### src/verilog/seq_pkg.sv
// Purpose: shared constants for the program sequencer and its stack
// Assumes: nothing beyond plain SystemVerilog
// Notes: vectors, widths and operation codes used by the sequencer and return stack files
package seq_pkg;
  localparam int PC_W = 12;
  localparam int BANK_W = 2;
  localparam int ROM_ADDR_W = 14;
  localparam int PAGE_W = 8;
  localparam int STACK_W = 13;
  localparam logic [11:0] RESET_VEC = 12'h000;
  localparam logic [11:0] TIMER_VEC = 12'h004;
  localparam logic [11:0] RTC_VEC = 12'h008;
  localparam logic [1:0] BANK_RESET = 2'h0;
  localparam int MSB_BIT = 11;
  localparam int CARRY_BIT = 12;
  // last page of a bank, used by the fixed-page table reads
  localparam logic [3:0] LAST_PAGE = 4'hF;
  // flow operations presented by the decoder, one per instruction
  typedef enum logic [3:0] {
    OP_SEQ = 4'h0,
    OP_JUMP = 4'h1,
    OP_CALL = 4'h2,
    OP_BRANCH = 4'h3,
    OP_RET = 4'h4,
    OP_INTERRUPT_RETURN_OP = 4'h5,
    OP_TREAD_REG = 4'h6,
    OP_TREAD_MEM = 4'h7,
    OP_TREAD_LAST_REG = 4'h8,
    OP_TREAD_LAST_MEM = 4'h9
  } flow_op_e;
  // fetch sequencer states
  typedef enum logic [2:0] {
    ST_FETCH = 3'b001,
    ST_TABLE = 3'b010,
    ST_WAIT = 3'b100
  } seq_state_e;
endpackage
### src/verilog/irq_select.sv
// Purpose: picks which pending interrupt is acknowledged
// Assumes: pending flags are held by their sources until acknowledged
// Notes: purely combinational priority choice
`timescale 1ns/1ps
module irq_select
(
  // request side
  input wire logic timer_pend,
  input wire logic rtc_pend,
  input wire logic allowed,
  // choice
  output logic take_timer,
  output logic take_rtc
);
  // rtc wins a tie so the real-time tick is never starved
  always_comb
  begin
    take_rtc = allowed && rtc_pend;
    take_timer = allowed && timer_pend && !rtc_pend;
  end
endmodule // irq_select

### src/verilog/program_sequencer.sv
// Purpose: program counter, bank select, vectors, table reads and stack
// Assumes: rom answers one cycle after the address is presented, and
//   interrupt pending flags stand until their acknowledge pulse
// Notes: decoder issues one flow op per instruction with op_valid;
//   interrupt entry counts as a call, so a further request waits for
//   the return instead of overwriting the single stack entry
`timescale 1ns/1ps
module program_sequencer
(
  // clock and reset
  input wire logic sys_clk,
  input wire logic rst,
  // decoder request
  input wire logic op_valid,
  input wire logic [3:0] op_code,
  input wire logic op_len_two,
  input wire logic [seq_pkg::PC_W-1:0] target,
  input wire logic branch_taken,
  input wire logic bank_wr,
  input wire logic [seq_pkg::BANK_W-1:0] bank_wdata,
  input wire logic int_enable,
  input wire logic int_disable,
  // table pointer and carry from the core
  input wire logic [3:0] pointer_low,
  input wire logic [3:0] pointer_high,
  input wire logic carry_in,
  // interrupt requests
  input wire logic timer_pend,
  input wire logic rtc_pend,
  // rom
  input wire logic [7:0] rom_data,
  // rom address and state
  output logic [seq_pkg::ROM_ADDR_W-1:0] rom_addr,
  output logic [seq_pkg::PC_W-1:0] pc,
  output logic rom_bank_sel_lo,
  output logic rom_bank_sel_hi,
  output logic seq_ready,
  // interrupt acknowledge
  output logic timer_ack,
  output logic rtc_ack,
  // carry restore
  output logic carry_load,
  output logic carry_value,
  // table read result
  output logic [7:0] table_byte,
  output logic table_to_reg,
  output logic table_to_mem
);
  // sequencing state
  seq_pkg::seq_state_e state;
  seq_pkg::seq_state_e next_state;
  logic [seq_pkg::PC_W-1:0] next_pc;
  logic [seq_pkg::PC_W-1:0] seq_pc;
  logic next_bank_hi;
  logic next_bank_lo;
  // stack and interrupt wiring
  logic [seq_pkg::STACK_W-1:0] stack_entry;
  logic in_call;
  logic ints_on;
  logic take_timer;
  logic take_rtc;
  logic push;
  logic push_carry_en;
  logic [seq_pkg::PC_W-1:0] push_addr;
  // table read decode
  logic tread;
  logic tread_last;
  logic tread_mem;
  logic [seq_pkg::PC_W-1:0] table_addr;
  logic is_op;
  logic take_irq;

  // compose a full rom address from bank bits and a counter value
  function automatic logic [seq_pkg::ROM_ADDR_W-1:0] rom_of(
    input logic hi, input logic lo, input logic [seq_pkg::PC_W-1:0] a);
    rom_of = {hi, lo, a};
  endfunction

  // sequential successor; the add wraps inside the 12-bit field
  function automatic logic [seq_pkg::PC_W-1:0] step_of(
    input logic [seq_pkg::PC_W-1:0] a, input logic two);
    step_of = a + (two ? 12'h002 : 12'h001);
  endfunction

  // op decode; an op counts only at an edge where the sequencer is ready
  assign is_op = op_valid && seq_ready && state == seq_pkg::ST_FETCH;
  assign tread = is_op && (op_code == seq_pkg::OP_TREAD_REG ||
    op_code == seq_pkg::OP_TREAD_MEM ||
    op_code == seq_pkg::OP_TREAD_LAST_REG ||
    op_code == seq_pkg::OP_TREAD_LAST_MEM);
  assign tread_last = op_code == seq_pkg::OP_TREAD_LAST_REG ||
    op_code == seq_pkg::OP_TREAD_LAST_MEM;
  assign tread_mem = op_code == seq_pkg::OP_TREAD_MEM ||
    op_code == seq_pkg::OP_TREAD_LAST_MEM;
  assign take_irq = (take_timer || take_rtc) && state == seq_pkg::ST_FETCH
    && !is_op;

  // priority choice between the two pending requests
  irq_select u_irq
  (
    .timer_pend(timer_pend),
    .rtc_pend(rtc_pend),
    .allowed(ints_on && !in_call),
    .take_timer(take_timer),
    .take_rtc(take_rtc)
  );

  // push on call or interrupt entry; interrupt also saves carry
  always_comb
  begin
    push = take_irq || (is_op && op_code == seq_pkg::OP_CALL);
    push_carry_en = take_irq;
    push_addr = take_irq ? pc : seq_pc;
  end

  // one shared entry for calls and interrupt entry
  return_stack u_stack
  (
    .sys_clk(sys_clk),
    .rst(rst),
    .push(push),
    .push_addr(push_addr),
    .push_carry_en(push_carry_en),
    .push_carry(carry_in),
    .entry(stack_entry)
  );

  // next counter value; increment wraps in the 12-bit field
  always_comb
  begin
    seq_pc = step_of(pc, op_len_two);
    next_pc = seq_pc;
    if (is_op)
    begin
      unique case (op_code)
        seq_pkg::OP_JUMP, seq_pkg::OP_CALL:
          next_pc = target;
        seq_pkg::OP_BRANCH:
          if (branch_taken)
            next_pc = {pc[seq_pkg::MSB_BIT],
              target[seq_pkg::MSB_BIT-1:0]};
        seq_pkg::OP_RET, seq_pkg::OP_INTERRUPT_RETURN_OP:
          next_pc = stack_entry[seq_pkg::PC_W-1:0];
        default:
          next_pc = seq_pc;
      endcase
    end
  end

  // table address uses the already advanced counter's page, or LAST_PAGE for the fixed-page reads
  always_comb
  begin
    table_addr = {tread_last ? seq_pkg::LAST_PAGE :
      next_pc[seq_pkg::PC_W-1:seq_pkg::PAGE_W],
      pointer_high, pointer_low};
  end

  // bank value after this edge, so the fetch address follows a bank
  // write at the same edge as the bank bits themselves
  always_comb
  begin
    next_bank_hi = bank_wr ? bank_wdata[1] : rom_bank_sel_hi;
    next_bank_lo = bank_wr ? bank_wdata[0] : rom_bank_sel_lo;
  end

  // counter: reset, vectors, or decoded flow
  always_ff @(posedge sys_clk or posedge rst)
  begin
    if (rst)
      pc <= seq_pkg::RESET_VEC;
    else if (take_irq)
      pc <= take_rtc ? seq_pkg::RTC_VEC : seq_pkg::TIMER_VEC;
    else if (is_op)
      pc <= next_pc;
  end

  // bank select cleared at reset and never touched by flow changes
  always_ff @(posedge sys_clk or posedge rst)
  begin
    if (rst)
    begin
      rom_bank_sel_lo <= seq_pkg::BANK_RESET[0];
      rom_bank_sel_hi <= seq_pkg::BANK_RESET[1];
    end
    else if (bank_wr)
    begin
      rom_bank_sel_lo <= bank_wdata[0];
      rom_bank_sel_hi <= bank_wdata[1];
    end
  end

  // in-call marker; interrupt entry counts as a call so a request held
  // across the service cannot overwrite the single stack entry
  always_ff @(posedge sys_clk or posedge rst)
  begin
    if (rst)
      in_call <= 1'b0;
    else if (push)
      in_call <= 1'b1;
    else if (is_op && (op_code == seq_pkg::OP_RET ||
      op_code == seq_pkg::OP_INTERRUPT_RETURN_OP))
      in_call <= 1'b0;
  end

  // interrupt enable; reset leaves interrupts off and disable wins
  always_ff @(posedge sys_clk or posedge rst)
  begin
    if (rst)
      ints_on <= 1'b0;
    else if (int_disable)
      ints_on <= 1'b0;
    else if (int_enable)
      ints_on <= 1'b1;
  end

  // state: a table read spends two extra cycles, table then wait, on the rom data
  always_comb
  begin
    next_state = state;
    unique case (state)
      seq_pkg::ST_FETCH:
        if (tread)
          next_state = seq_pkg::ST_TABLE;
      seq_pkg::ST_TABLE:
        next_state = seq_pkg::ST_WAIT;
      seq_pkg::ST_WAIT:
        next_state = seq_pkg::ST_FETCH;
      default:
        next_state = seq_pkg::ST_FETCH;
    endcase
  end

  // state register
  always_ff @(posedge sys_clk or posedge rst)
  begin
    if (rst)
      state <= seq_pkg::ST_FETCH;
    else
      state <= next_state;
  end

  // rom address: table location during a read, a vector on interrupt
  // entry, else the counter; refreshed every edge so a bank write or
  // the end of a table read puts the fetch address back on the counter
  always_ff @(posedge sys_clk or posedge rst)
  begin
    if (rst)
      rom_addr <= '0;
    else if (tread)
      rom_addr <= rom_of(next_bank_hi, next_bank_lo, table_addr);
    else if (take_irq)
      rom_addr <= rom_of(next_bank_hi, next_bank_lo,
        take_rtc ? seq_pkg::RTC_VEC : seq_pkg::TIMER_VEC);
    else
      rom_addr <= rom_of(next_bank_hi, next_bank_lo,
        is_op ? next_pc : pc);
  end

  // remember destination of a pending table read
  logic dest_mem;
  always_ff @(posedge sys_clk or posedge rst)
  begin
    if (rst)
      dest_mem <= 1'b0;
    else if (tread)
      dest_mem <= tread_mem;
  end

  // table result strobes one cycle when rom data returns; the byte for
  // the table address only stands on rom_data in the wait state
  always_ff @(posedge sys_clk or posedge rst)
  begin
    if (rst)
    begin
      table_byte <= '0;
      table_to_reg <= 1'b0;
      table_to_mem <= 1'b0;
    end
    else
    begin
      table_to_reg <= state == seq_pkg::ST_WAIT && !dest_mem;
      table_to_mem <= state == seq_pkg::ST_WAIT && dest_mem;
      if (state == seq_pkg::ST_WAIT)
        table_byte <= rom_data;
    end
  end

  // acknowledges are one-cycle pulses, shown with the vector load
  always_ff @(posedge sys_clk or posedge rst)
  begin
    if (rst)
    begin
      timer_ack <= 1'b0;
      rtc_ack <= 1'b0;
    end
    else
    begin
      timer_ack <= take_irq && take_timer;
      rtc_ack <= take_irq && take_rtc;
    end
  end

  // carry restore pulses on an interrupt return only; a plain return
  // leaves the core's carry alone, the saved bit is merely offered
  always_ff @(posedge sys_clk or posedge rst)
  begin
    if (rst)
    begin
      carry_load <= 1'b0;
      carry_value <= 1'b0;
    end
    else
    begin
      carry_load <= is_op && op_code == seq_pkg::OP_INTERRUPT_RETURN_OP;
      carry_value <= stack_entry[seq_pkg::CARRY_BIT];
    end
  end

  // ready only in fetch so the decoder never overlaps a table read
  always_ff @(posedge sys_clk or posedge rst)
  begin
    if (rst)
      seq_ready <= 1'b0;
    else
      seq_ready <= next_state == seq_pkg::ST_FETCH;
  end
endmodule // program_sequencer

### src/verilog/return_stack.sv
// Purpose: one-level 13-bit return stack holding address and carry
// Assumes: pushes and pops come from the sequencer, never both at once
// Notes: a second push overwrites the saved entry
`timescale 1ns/1ps
module return_stack
(
  // clock and reset
  input wire logic sys_clk,
  input wire logic rst,
  // push side
  input wire logic push,
  input wire logic [seq_pkg::PC_W-1:0] push_addr,
  input wire logic push_carry_en,
  input wire logic push_carry,
  // saved entry
  output logic [seq_pkg::STACK_W-1:0] entry
);
  // single entry; no depth check so an older return address is lost
  always_ff @(posedge sys_clk or posedge rst)
  begin
    if (rst)
      entry <= '0;
    else if (push)
      entry <= {push_carry_en ? push_carry : 1'b0, push_addr};
  end
endmodule // return_stack

### config.mk
export PLATFORM = sky130hd
export DESIGN_NAME = program_sequencer
export DESIGN_NICKNAME = d
export VERILOG_FILES = /design/src/verilog/seq_pkg.sv /design/src/verilog/irq_select.sv /design/src/verilog/program_sequencer.sv /design/src/verilog/return_stack.sv
export SDC_FILE = /design/constraint.sdc
export NUM_CORES = 1
export LEC_CHECK = 0
export BUFFER_PORTS_ARGS = -buffer_cell sky130_fd_sc_hd__buf_4
export CAP_MARGIN = 25
export CELL_PAD_IN_SITES_DETAIL_PLACEMENT = 0
export CELL_PAD_IN_SITES_GLOBAL_PLACEMENT = 2
export CORE_UTILIZATION = 32
export DETAILED_ROUTE_END_ITERATION = 8
export PLACE_DENSITY_LB_ADDON = 0.1
export REMOVE_ABC_BUFFERS = 1
export SLEW_MARGIN = 10
export SYNTH_ARGS = -nofsm -noshare
export SYNTH_HDL_FRONTEND = slang
export SYNTH_SLANG_ARGS = --single-unit
### constraint.sdc
create_clock -name sys_clk -period 2.5 [get_ports sys_clk]
set_clock_uncertainty 0.2 [all_clocks]
set_input_delay 0.5 -clock sys_clk [delete_from_list [all_inputs] [get_ports sys_clk]]
set_output_delay 0.5 -clock sys_clk [all_outputs]
set_load 0.02 [all_outputs]
* Word level (Yosys, flattened, before mapping) *
Index checks and enable logic that the tools add are counted.

cells by class
  reductions and logical operators = 32
  add/subtract/negate cells = 1
  muxes and demuxes = 20
  eq/ne operators = 13

operators with widths
  cell                number
  $mux 12             7
  $pmux 12 s3         1
  $eq 4x3->1 const B  4
  $logic_and 1x1->1   16
  $add 12x2->12       1
  $eq 4x2->1 const B  2
  $eq 4x4->1 const B  2
  $logic_or 1x1->1    8
  $mux 4              2
  $mux 1              7
  $eq 3x1->1 const B  2
  $pmux 3 s2          1
  $eq 4x1->1 const B  1
  $logic_not 1->1     4
  $reduce_bool 2->1   2
  $reduce_or 2->1     2
  $eq 3x2->1 const B  1
  $eq 3x3->1 const B  1
  $mux 3              1
  $mux 2              1

word-level totals
  flip-flop bits (word level) = 62
  bits of input ports = 45

* Depth between registers and ports, before layout *
Gate-level depths: netlist (run 1).

  depth in word-level cells = 9
  depth in mapped cells = 8
  mapped depth without buffers = 8

* By module *
From an unflattened synthesis (run 1), not the netlist that was laid out.

second synthesis, totals
  cells, all modules = 306
  area total of the unflattened synthesis = 3261.9 µm²

by module, submodules not included
  module             area an instance (µm²)  cells each  seq. area each (µm²)  times used
  program_sequencer  2726.4                  274         1177.4                1
  return_stack       519.2                   30          325.3                 1
  irq_select         16.3                    2           0.0                   1

* Least setup slack after synthesis (run 1) *
OpenSTA, ideal clock, no wires.

  path type = input-to-reg
  from = input port op_len_two
  to = register rom_addr[2] (netlist name)
  stages = 7
  required time = 2.175 ns
  setup slack = 0.285 ns
  arrival = 1.890 ns
  setup time = 0.125 ns
  path buffers = 0
  path through = inv_1 ha_1 fa_1 nand2_1 a211oi_1 o41a_1 mux2_2

between the ends
  longest elaborated chain between the ends = 8

ends and longest elaborated chain
  item                    RTL line                  source
  start: declaration      program_sequencer.sv:16   input wire logic op_len_two,
  $mux 2 *                program_sequencer.sv:82   step_of = a + (two ? 12'h002 : 12'h001);
  $add 12x2->12 *         program_sequencer.sv:82
  $mux 12                 program_sequencer.sv:139  if (branch_taken)
  $pmux 12 s3             program_sequencer.sv:135  unique case (op_code)
  $mux 12 *               program_sequencer.sv:133  if (is_op)
  $mux 12 *               program_sequencer.sv:256  is_op ? next_pc : pc);
  $mux 12 *               program_sequencer.sv:251  else if (take_irq)
  $mux 12 *               program_sequencer.sv:249  else if (tread)
  end signal: assignment  program_sequencer.sv:250  rom_addr <= rom_of(next_bank_hi, next_bank_lo, table_addr);
  end signal: assignment  program_sequencer.sv:252  rom_addr <= rom_of(next_bank_hi, next_bank_lo,
  end signal: assignment  program_sequencer.sv:255  rom_addr <= rom_of(next_bank_hi, next_bank_lo,
  end: declaration        program_sequencer.sv:33   output logic [seq_pkg::ROM_ADDR_W-1:0] rom_addr,

Every way passes the cells marked *; elsewhere a longest branch is shown, timed or not.
A chain may end at the register's enable or synchronous reset.

* Final worst setup path (run 1) *
  from = register pc[0] (netlist name)
  to = register rom_addr[2] (netlist name)

between the ends
  longest elaborated chain between the ends = 7

ends and longest elaborated chain
  item                      RTL line                  source
  start: declaration        program_sequencer.sv:34   output logic [seq_pkg::PC_W-1:0] pc,
  start signal: assignment  program_sequencer.sv:170  pc <= seq_pkg::RESET_VEC;
  start signal: assignment  program_sequencer.sv:172  pc <= take_rtc ? seq_pkg::RTC_VEC : seq_pkg::TIMER_VEC;
  start signal: assignment  program_sequencer.sv:174  pc <= next_pc;
  $add 12x2->12 *           program_sequencer.sv:82
  $mux 12                   program_sequencer.sv:139
  $pmux 12 s3               program_sequencer.sv:135
  $mux 12 *                 program_sequencer.sv:133
  $mux 12 *                 program_sequencer.sv:256
  $mux 12 *                 program_sequencer.sv:251
  $mux 12 *                 program_sequencer.sv:249

Marked as above.

==> metrics.txt, run 1 <==
first-pass GRT wire length 15700 um; most frequent cells in the layout 118 x buf_4, 59 x dfrtp_1, 35 x nand2_1, 20 x o21ai_0, 19 x nor2_1; Seq cells post-synth 60; CP Cell Sequence ha_1 -> fa_1 -> nand2_1 -> a211oi_1 -> o41a_1 -> mux2_2; Mean Syn Cell Area 9.70 um2; worst vdd ir 0.301 mV; WP buf/inv 0; Crit path arrival time 2340 ps; critical path peak fanout 7; Tmin final 2320 ps; pins over their slew limit 0; max_cap viols 0; die area 10400 um2; grt ovf 0; crit path kind register to register; Critical R2R Launch pc[0]; fin nets 483; Post-synth EDFFs 0; clock sinks 60; Root Buffer clkbuf_8; PD cells 864 nW/um2; crit-path leading delay family adder cells; area delta synth->final 36.3%; Top reg by flops rom_addr; Slew Limit Headroom 0.539; Main synth FF type dfrtp_1; worst-skew pair later-pin latency 340 ps; Core Area 9730 um2; Detail Placement HPWL 7250 um; library cells used by synthesis 56; achievable frequency 0.431 GHz; Port-buffer cells 87; Reg-to-Reg End rom_addr[2]; Final WS setup 182 ps; Leak 2.00 nW; max FFs per register 14; Die H 102 um; Hold Vio Cnt, Final 0; largest net degree at the start of global routing 61; num rows 36; Post-Syn Area 3190 um2; post-detailed-route wirelength per cell 17.6 um; CTS max path bufs 2; Via-to-Cell Ratio 5.25; clock slew at reported path FFs 70 ps; # hold bufs at CTS 0; htree depth 3; YS warnings 0; sequential cell area 1500 um2; reg2reg setup slack 180 ps; asr flop ratio synth 1.00; Worst setup EP type register; Iter 0 DRT Violations 178; via count 3007; Final Wtd Congestion 0.816; setup slack at placement -20.7 ps; Post-CTS Setup Inserts 0; Initial Util 0.328; RSZ-0062 raised after global routing no; Post-DRT Antenna Nets 0; sequential element share of the synthesized area 0.471; Setup crit start kind register; share of cells above drive strength 1 0.357; multi-input logic area 1550 um2; vias in the first global route 2878; final instance count without filler cells 573; final period utilization 0.927; CP peak stage delay 530 ps; initial antenna violation count 0; Setup Viol. Count Final 0; outcome complete, no violations; CP max-delay cell fa_1; Fill cells 987; CP Data Required Time 2520 ps; TNS Setup 0 ps; dpl cells 557; Hold WS 28.2 ps; Area after DPL 4160 um2; Ant. Diodes 0; IO Pins 88; TritonCTS clock tree built; CTS buffer count 9; reg2reg path depth 6; Core Util, Final 0.447; GRT Resource Usage Total 0.204; drt drc 0; length of the first detailed-routing pass in iterations 5; Final Cell Area 4350 um2; post-CTS sizing 0; Synth Instances 329; final wirelength 10100 um; Die X-Extent 102 um; commonest non-fill, non-tap cell in the layout buf_4; Total Power 3.76 mW; Hold/Removal Path Class input port to async pin; top flop regs rom_addr: 14 flops, u_stack.entry: 13 flops, pc: 12 flops; Worst-Margin Slew 691 ps
-- routing by layer --
| layer | wire length, um | up-vias | GRT usage |
|---|---|---|---|
| li1 | - | 1436 | - |
| met1 | 4780 | 1438 | 0.292 |
| met2 | 4460 | 121 | 0.290 |
| met3 | 694 | 12 | 0.0540 |
| met4 | 147 | 0 | 0.0868 |
| met5 | 0 | - | 0 |
-- cells in the mapped netlist, types with 6 or more instances --
master / instances / area (um2)
o21ai_0: 20 / 100
o21ai_1: 10 / 50.1
buf_2: 10 / 50.1
nand2_1: 35 / 131
and3_1: 6 / 37.5
o211ai_1: 9 / 67.6
a21oi_1: 18 / 90.1
clkbuf_1: 12 / 45.0
nor2_1: 19 / 71.3
dfrtp_1: 59 / 1480
nor3_1: 12 / 60.1
a221o_1: 7 / 70.1
mux2_2: 12 / 135
a22o_1: 9 / 78.8
a211oi_1: 8 / 60.1
-- layout make-up --
| type | instances | share of cell area |
|---|---|---|
| tap | 133 | 0.0383 |
| clock buffer | 11 | 0.0302 |
| timing repair buffer | 120 | 0.213 |
| inverter | 5 | 0.00431 |
| clock inverter | 5 | 0.0121 |
| sequential | 60 | 0.345 |
| multi-input combinational | 239 | 0.357 |
-- worst register-to-register path, cell delays in order, from the launching register on --
cell and delay [ps]:
dfrtp_1 420, ha_1 240, fa_1 530, nand2_1 150, a211oi_1 60, o41a_1 330
mux2_2 270
-- logic make-up after synthesis --
kind of cell,share of synthesized area
compound gates,0.229
xor+xnor,0.00823
fa+ha+maj,0.0141
buf+inv,0.0439
flops,0.471
mux,0.0423
simple gates,0.192
-- power by group --
group	switching, mW	internal, mW	leakage (nW)
Sequential	0.274	1.26	0.748
Combinational	0.739	0.634	1.15
Clock	0.397	0.456	0.0931
-- worst max path at each step --
stage                          start  cells past startpoint            to
after floorplan             state[0]                      5   rom_addr[2]
after global placement    op_len_two                      7   rom_addr[5]
after detailed placement  op_len_two                      9  rom_addr[10]
after CTS                      pc[1]                      7  rom_addr[11]
after global routing           pc[0]                      7   rom_addr[8]
final                          pc[0]                      6   rom_addr[2]
(Power assumes the default switching activity.)
==> inputs of run 2 (changes only) <==
--- a/config.mk
+++ b/config.mk
@@ -9,6 +9,7 @@
 export CAP_MARGIN = 25
 export CELL_PAD_IN_SITES_DETAIL_PLACEMENT = 0
 export CELL_PAD_IN_SITES_GLOBAL_PLACEMENT = 2
+export CORE_MARGIN = 3
 export CORE_UTILIZATION = 32
 export DETAILED_ROUTE_END_ITERATION = 8
 export PLACE_DENSITY_LB_ADDON = 0.1
==> metrics.txt, run 2 (synthesis results as in run 1) <==
outcome complete, no violations; most frequent cells in the layout 115 x buf_4, 59 x dfrtp_1, 35 x nand2_1, 20 x o21ai_0, 19 x nor2_1; Root Buffer clkbuf_8; Final Wtd Congestion 0.825 (+1.1%); pins over their slew limit 0 (unchanged); Slew Limit Headroom 0.603 (+0.0637); Die H 106 um (+3.9%); max FFs per register 14 (unchanged); clock slew at reported path FFs 80 ps (about the same); drt drc 0 (unchanged); CTS max path bufs 2 (unchanged); Core Area 9460 um2 (-2.8%); Hold/Removal Path Class input port to async pin; top flop regs rom_addr: 14 flops, u_stack.entry: 13 flops, pc: 12 flops; IO Pins 88 (unchanged); Setup Viol. Count Final 0 (unchanged); CTS buffer count 9 (unchanged); grt ovf 0 (unchanged); Post-DRT Antenna Nets 0 (unchanged); CP Cell Sequence nor3b_2 -> and4_1 -> nor2_1 -> buf_4 -> a221o_1; Area after DPL 4140 um2 (-0.66%); sequential cell area 1500 um2 (unchanged); final period utilization 0.935 (+0.00791); worst-skew pair later-pin latency 340 ps (about the same); area delta synth->final 35.9%; post-detailed-route wirelength per cell 17.7 um (+0.63%); Initial Util 0.337 (+0.00937); num rows 35 (-2.8%); Total Power 3.81 mW (+1.5%); share of cells above drive strength 1 0.357 (about the same); Fill cells 959 (-2.8%); initial antenna violation count 0 (unchanged); length of the first detailed-routing pass in iterations 4 (-1); Port-buffer cells 87 (unchanged); htree depth 3 (unchanged); die area 11200 um2 (+8.0%); TritonCTS clock tree built; clock sinks 60 (unchanged); WP buf/inv 1 (+1); RSZ-0062 raised after global routing yes; via count 2971 (-1.2%); Top reg by flops rom_addr; Worst-Margin Slew 595 ps (-96.4 ps); worst vdd ir 0.360 mV (+19%); largest net degree at the start of global routing 34 (-44%); setup slack at placement -72.1 ps (-51.4 ps); PD cells 879 nW/um2 (+1.8%); multi-input logic area 1550 um2 (about the same); fin nets 480 (-0.62%); Crit path arrival time 2350 ps (about the same); CP Data Required Time 2520 ps (about the same); Iter 0 DRT Violations 141 (-21%); commonest non-fill, non-tap cell in the layout buf_4; Setup crit start kind register; critical path peak fanout 12 (+5); CP max-delay cell dfstp_2; Final Cell Area 4340 um2 (-0.29%); Ant. Diodes 0 (unchanged); achievable frequency 0.428 GHz (-0.85%); Hold Vio Cnt, Final 0 (unchanged); Final WS setup 162 ps (-19.8 ps); Tmin final 2340 ps (+19.8 ps); Leak 1.98 nW (-0.63%); GRT Resource Usage Total 0.185 (-0.0194); Hold WS 21.9 ps (-6.32 ps); crit-path leading delay family simple AND/OR/NAND/NOR gates; vias in the first global route 3000 (+4.2%); first-pass GRT wire length 16100 um (+2.7%); crit path kind register to register; CP peak stage delay 550 ps (+20 ps); max_cap viols 0 (unchanged); Die X-Extent 106 um (+3.9%); Detail Placement HPWL 7270 um (+0.22%); final wirelength 10000 um (-0.60%); Via-to-Cell Ratio 5.25 (about the same); Worst setup EP type register
-- run 2: changes by cell type in the layout (fill, tap and decap cells not counted), sizes merged --
cell / change
clkinvlp: +1
buf: -3
inv: +1
clkbuf: -2
-- run 2: area by class of cell --
cell class / count / share of cell area
clock buffer: 9 / 0.0286
clock inverter: 7 / 0.0176
inverter: 5 / 0.00433
multi-input combinational: 239 / 0.358
sequential: 60 / 0.346
tap: 129 / 0.0372
timing repair buffer: 117 / 0.208
-- run 2: through the flow --
step	TNS, ps	util	instances
CTS	0	0.458	566
finish	0	0.459	566
detailed placement	-138	0.437	550
floorplan	0	-	304
global placement	-43.2	0.437	550
global route	-0.925	0.459	566
-- run 2: where the power goes --
part           internal [mW]  switching, mW  total, mW
Clock                  0.465          0.443      0.909
Combinational          0.648          0.756       1.40
Sequential              1.26          0.244       1.50
-- run 2: worst reg2reg max path: cells and delay by family, from the launching register on --
kind / cells / cell delay, ps
AOI/OAI and AO/OA: 1 / 360
DFF: 1 / 550
and+or+nand+nor: 3 / 890
buffers and inverters: 1 / 220
-- run 2: per-layer routing --
metal	vias up	global-route usage	routed length, um
met1	1431	0.260	4720
met5	-	0	0
met3	17	0.0312	470
li1	1427	-	-
met2	96	0.281	4580
met4	0	0.0759	248
-- run 2: final timing paths --
kind / slack, ps / start / cells after the start / endpoint
worst max-delay path: 160 / state[0] / 5 / u_stack.entry[4]
worst min-delay path: 20 / rst / 2 / pc[1]
worst max register to register: 160 / state[0] / 5 / u_stack.entry[4]
worst min register to register: 190 / u_stack.entry[12] / 0 / carry_value
max in group asynchronous: 1480 / rst / 3 / rom_addr[8]
min in group sys_clk: 100 / int_disable / 2 / ints_on
-- run 2: timing repair --
action / 4_1_cts / 5_1_grt
hold buffers: 0 / 0
buffers inserted: 0 / 0
resized for setup: 0 / 1
setup endpoints to repair: 0 / 1
==> inputs of run 3 (changes only) <==
--- a/config.mk
+++ b/config.mk
@@ -5,12 +5,13 @@
 export SDC_FILE = /design/constraint.sdc
 export NUM_CORES = 1
 export LEC_CHECK = 0
+export ABC_AREA = 1
 export BUFFER_PORTS_ARGS = -buffer_cell sky130_fd_sc_hd__buf_4
 export CAP_MARGIN = 25
 export CELL_PAD_IN_SITES_DETAIL_PLACEMENT = 0
 export CELL_PAD_IN_SITES_GLOBAL_PLACEMENT = 2
 export CORE_MARGIN = 3
-export CORE_UTILIZATION = 32
+export CORE_UTILIZATION = 29
 export DETAILED_ROUTE_END_ITERATION = 8
 export PLACE_DENSITY_LB_ADDON = 0.1
 export REMOVE_ABC_BUFFERS = 1
==> metrics.txt, run 3 <==
max FFs per register 14 (unchanged); Worst-Margin Slew 402 ps (-193 ps); vias in the first global route 2811 (-6.3%); library cells used by synthesis 33 (-41%); Die X-Extent 110 um (+3.4%); clock sinks 60 (unchanged); CP max-delay cell dfrtp_1; initial antenna violation count 0 (unchanged); pins over their slew limit 0 (unchanged); CP peak stage delay 410 ps (-140 ps); Fill cells 1092 (+14%); Final Cell Area 4190 um2 (-3.4%); Leak 2.20 nW (+11%); CTS max path bufs 2 (unchanged); largest net degree at the start of global routing 46 (+35%); critical path peak fanout 4 (-8); TNS Setup 0 ps (unchanged); GRT Resource Usage Total 0.166 (-0.0191); Post-Syn Area 3110 um2 (-2.7%); Post-DRT Antenna Nets 0 (unchanged); final wirelength 9560 um (-4.6%); outcome complete, no violations; Detail Placement HPWL 6960 um (-4.3%); Total Power 4.07 mW (+6.8%); worst-skew pair later-pin latency 340 ps (about the same); first-pass GRT wire length 14700 um (-8.9%); num rows 37 (+5.7%); CP Data Required Time 2530 ps (about the same); Final Wtd Congestion 0.756 (-8.4%); Core Area 10400 um2 (+9.6%); Slew Limit Headroom 0.731 (+0.128); Tmin final 2210 ps (-123 ps); sequential element share of the synthesized area 0.484 (+0.0129); TritonCTS clock tree built; htree depth 3 (unchanged); Setup Viol. Count Final 0 (unchanged); dpl cells 610 (+11%); asr flop ratio synth 1.00 (unchanged); most numerous cell in the Yosys netlist nand2_1; Ant. Diodes 0 (unchanged); die area 12000 um2 (+7.0%); Iter 0 DRT Violations 94 (-33%); Main synth FF type dfrtp_1; commonest non-fill, non-tap cell in the layout nand2_1; share of cells above drive strength 1 0.287 (-0.0698); Worst setup EP type register; final instance count without filler cells 627 (+11%); Initial Util 0.300 (-0.0378); achievable frequency 0.452 GHz (+5.6%); dominant cell type by area after synthesis dfrtp_1; Hold WS 105 ps (+83.4 ps); IO Pins 88 (unchanged); via count 2882 (-3.0%); setup slack at placement 65.1 ps (+137 ps); sequential cell area 1500 um2 (unchanged); Synth Instances 385 (+17%); Mean Syn Cell Area 8.07 um2 (-17%); Root Buffer clkbuf_8; Seq cells post-synth 60 (unchanged); grt ovf 0 (unchanged); drt drc 0 (unchanged); Die H 110 um (+3.4%); Hold Vio Cnt, Final 0 (unchanged); post-detailed-route wirelength per cell 15.2 um (-14%); Crit path arrival time 2250 ps (-100 ps); CP Cell Sequence ha_1 -> fa_1 -> nand2_1 -> nor2_1 -> xor2_1 -> o21ai_0 -> o21ai_0 -> nand3b_1 -> nand2_1; area delta synth->final 34.9%; CTS buffer count 9 (unchanged); share of the synthesized area in the top cell type 0.475 (+0.0127); Hold/Removal Path Class input port to register; final period utilization 0.886 (-0.0494); post-CTS sizing 0 (unchanged); multi-input logic area 1330 um2 (-14%); Synth area leaders dfrtp_1 48%, nand2_1 17%, nand3_1 5.0%, inv_1 5.0%, mux2_2 3.6%; Core Util, Final 0.404 (-0.0545); most frequent cells in the layout 139 x nand2_1, 101 x buf_4, 59 x dfrtp_1, 40 x inv_1, 31 x nand3_1; Post-synth top cells 139 x nand2_1, 59 x dfrtp_1, 41 x inv_1, 31 x nand3_1, 17 x nor2_1; RSZ-0062 raised after global routing no; top flop regs rom_addr: 14 flops, u_stack.entry: 13 flops, pc: 12 flops; clock slew at reported path FFs 70 ps (about the same); crit path kind register to register; Post-synth EDFFs 0 (unchanged); max_cap viols 0 (unchanged); worst vdd ir 0.318 mV (-12%); Via-to-Cell Ratio 4.60 (-12%); length of the first detailed-routing pass in iterations 4 (unchanged); PD cells 972 nW/um2 (+11%); fin nets 534 (+11%); YS warnings 0 (unchanged); Setup crit start kind register; Final WS setup 286 ps (+123 ps); Top reg by flops rom_addr; Port-buffer cells 87 (unchanged); Area after DPL 3960 um2 (-4.3%)
## run 3: area by class of cell
class                           instances  area share
Multi-Input combinational cell        266       0.318
Clock inverter                          7      0.0239
Tap cell                              136      0.0406
Clock buffer                            9      0.0296
Timing Repair Buffer                  103       0.188
Inverter                               46      0.0412
Sequential cell                        60       0.359
## run 3: final timing paths
| check | from | to | slack [ps] | cells after the start |
|---|---|---|---|---|
| worst max-delay path | pc[0] | rom_addr[4] | 290 | 9 |
| worst min-delay path | int_disable | ints_on | 110 | 2 |
| worst max register to register | pc[0] | rom_addr[4] | 290 | 9 |
| worst min register to register | u_stack.entry[12] | carry_value | 210 | 0 |
| max in group asynchronous | rst | state[0] | 980 | 4 |
| min in group asynchronous | rst | rom_addr[0] | 490 | 3 |
## run 3: where the power goes
group	internal (mW)	switching (mW)
sequential	1.28	0.236
combinational	0.647	0.908
clock	0.568	0.431
total	2.50	1.57
## run 3: timing repair
item	4_1_cts	5_1_grt
hold endpoints to repair	15	0
buffers inserted	0	0
hold buffers	1	0
## run 3: cells by family after synthesis
group | share of synthesized area
AO/OA/AOI/OAI | 0.0850
multiplexers | 0.0362
adder cells (fa/ha/maj) | 0.0145
flip-flops | 0.484
buffers and inverters | 0.0874
XOR/XNOR | 0.0113
AND/OR/NAND/NOR | 0.282
## run 3: metal layers
metal	global-route usage	vias to the layer above	routed length, um
met3	0.0417	7	694
met1	0.208	1346	4260
met4	0.0481	0	85
met5	0	-	0
met2	0.282	90	4510
li1	-	1439	-
## run 3: worst max-delay path: cells and delay by family (launching register included)
kind                       cells  cell delay (ps)
DFF                            1              410
AOI/OAI and AO/OA              2              290
adders and majority gates      2              640
xor gates and xnor gates       1              160
and+or+nand+nor                4              390
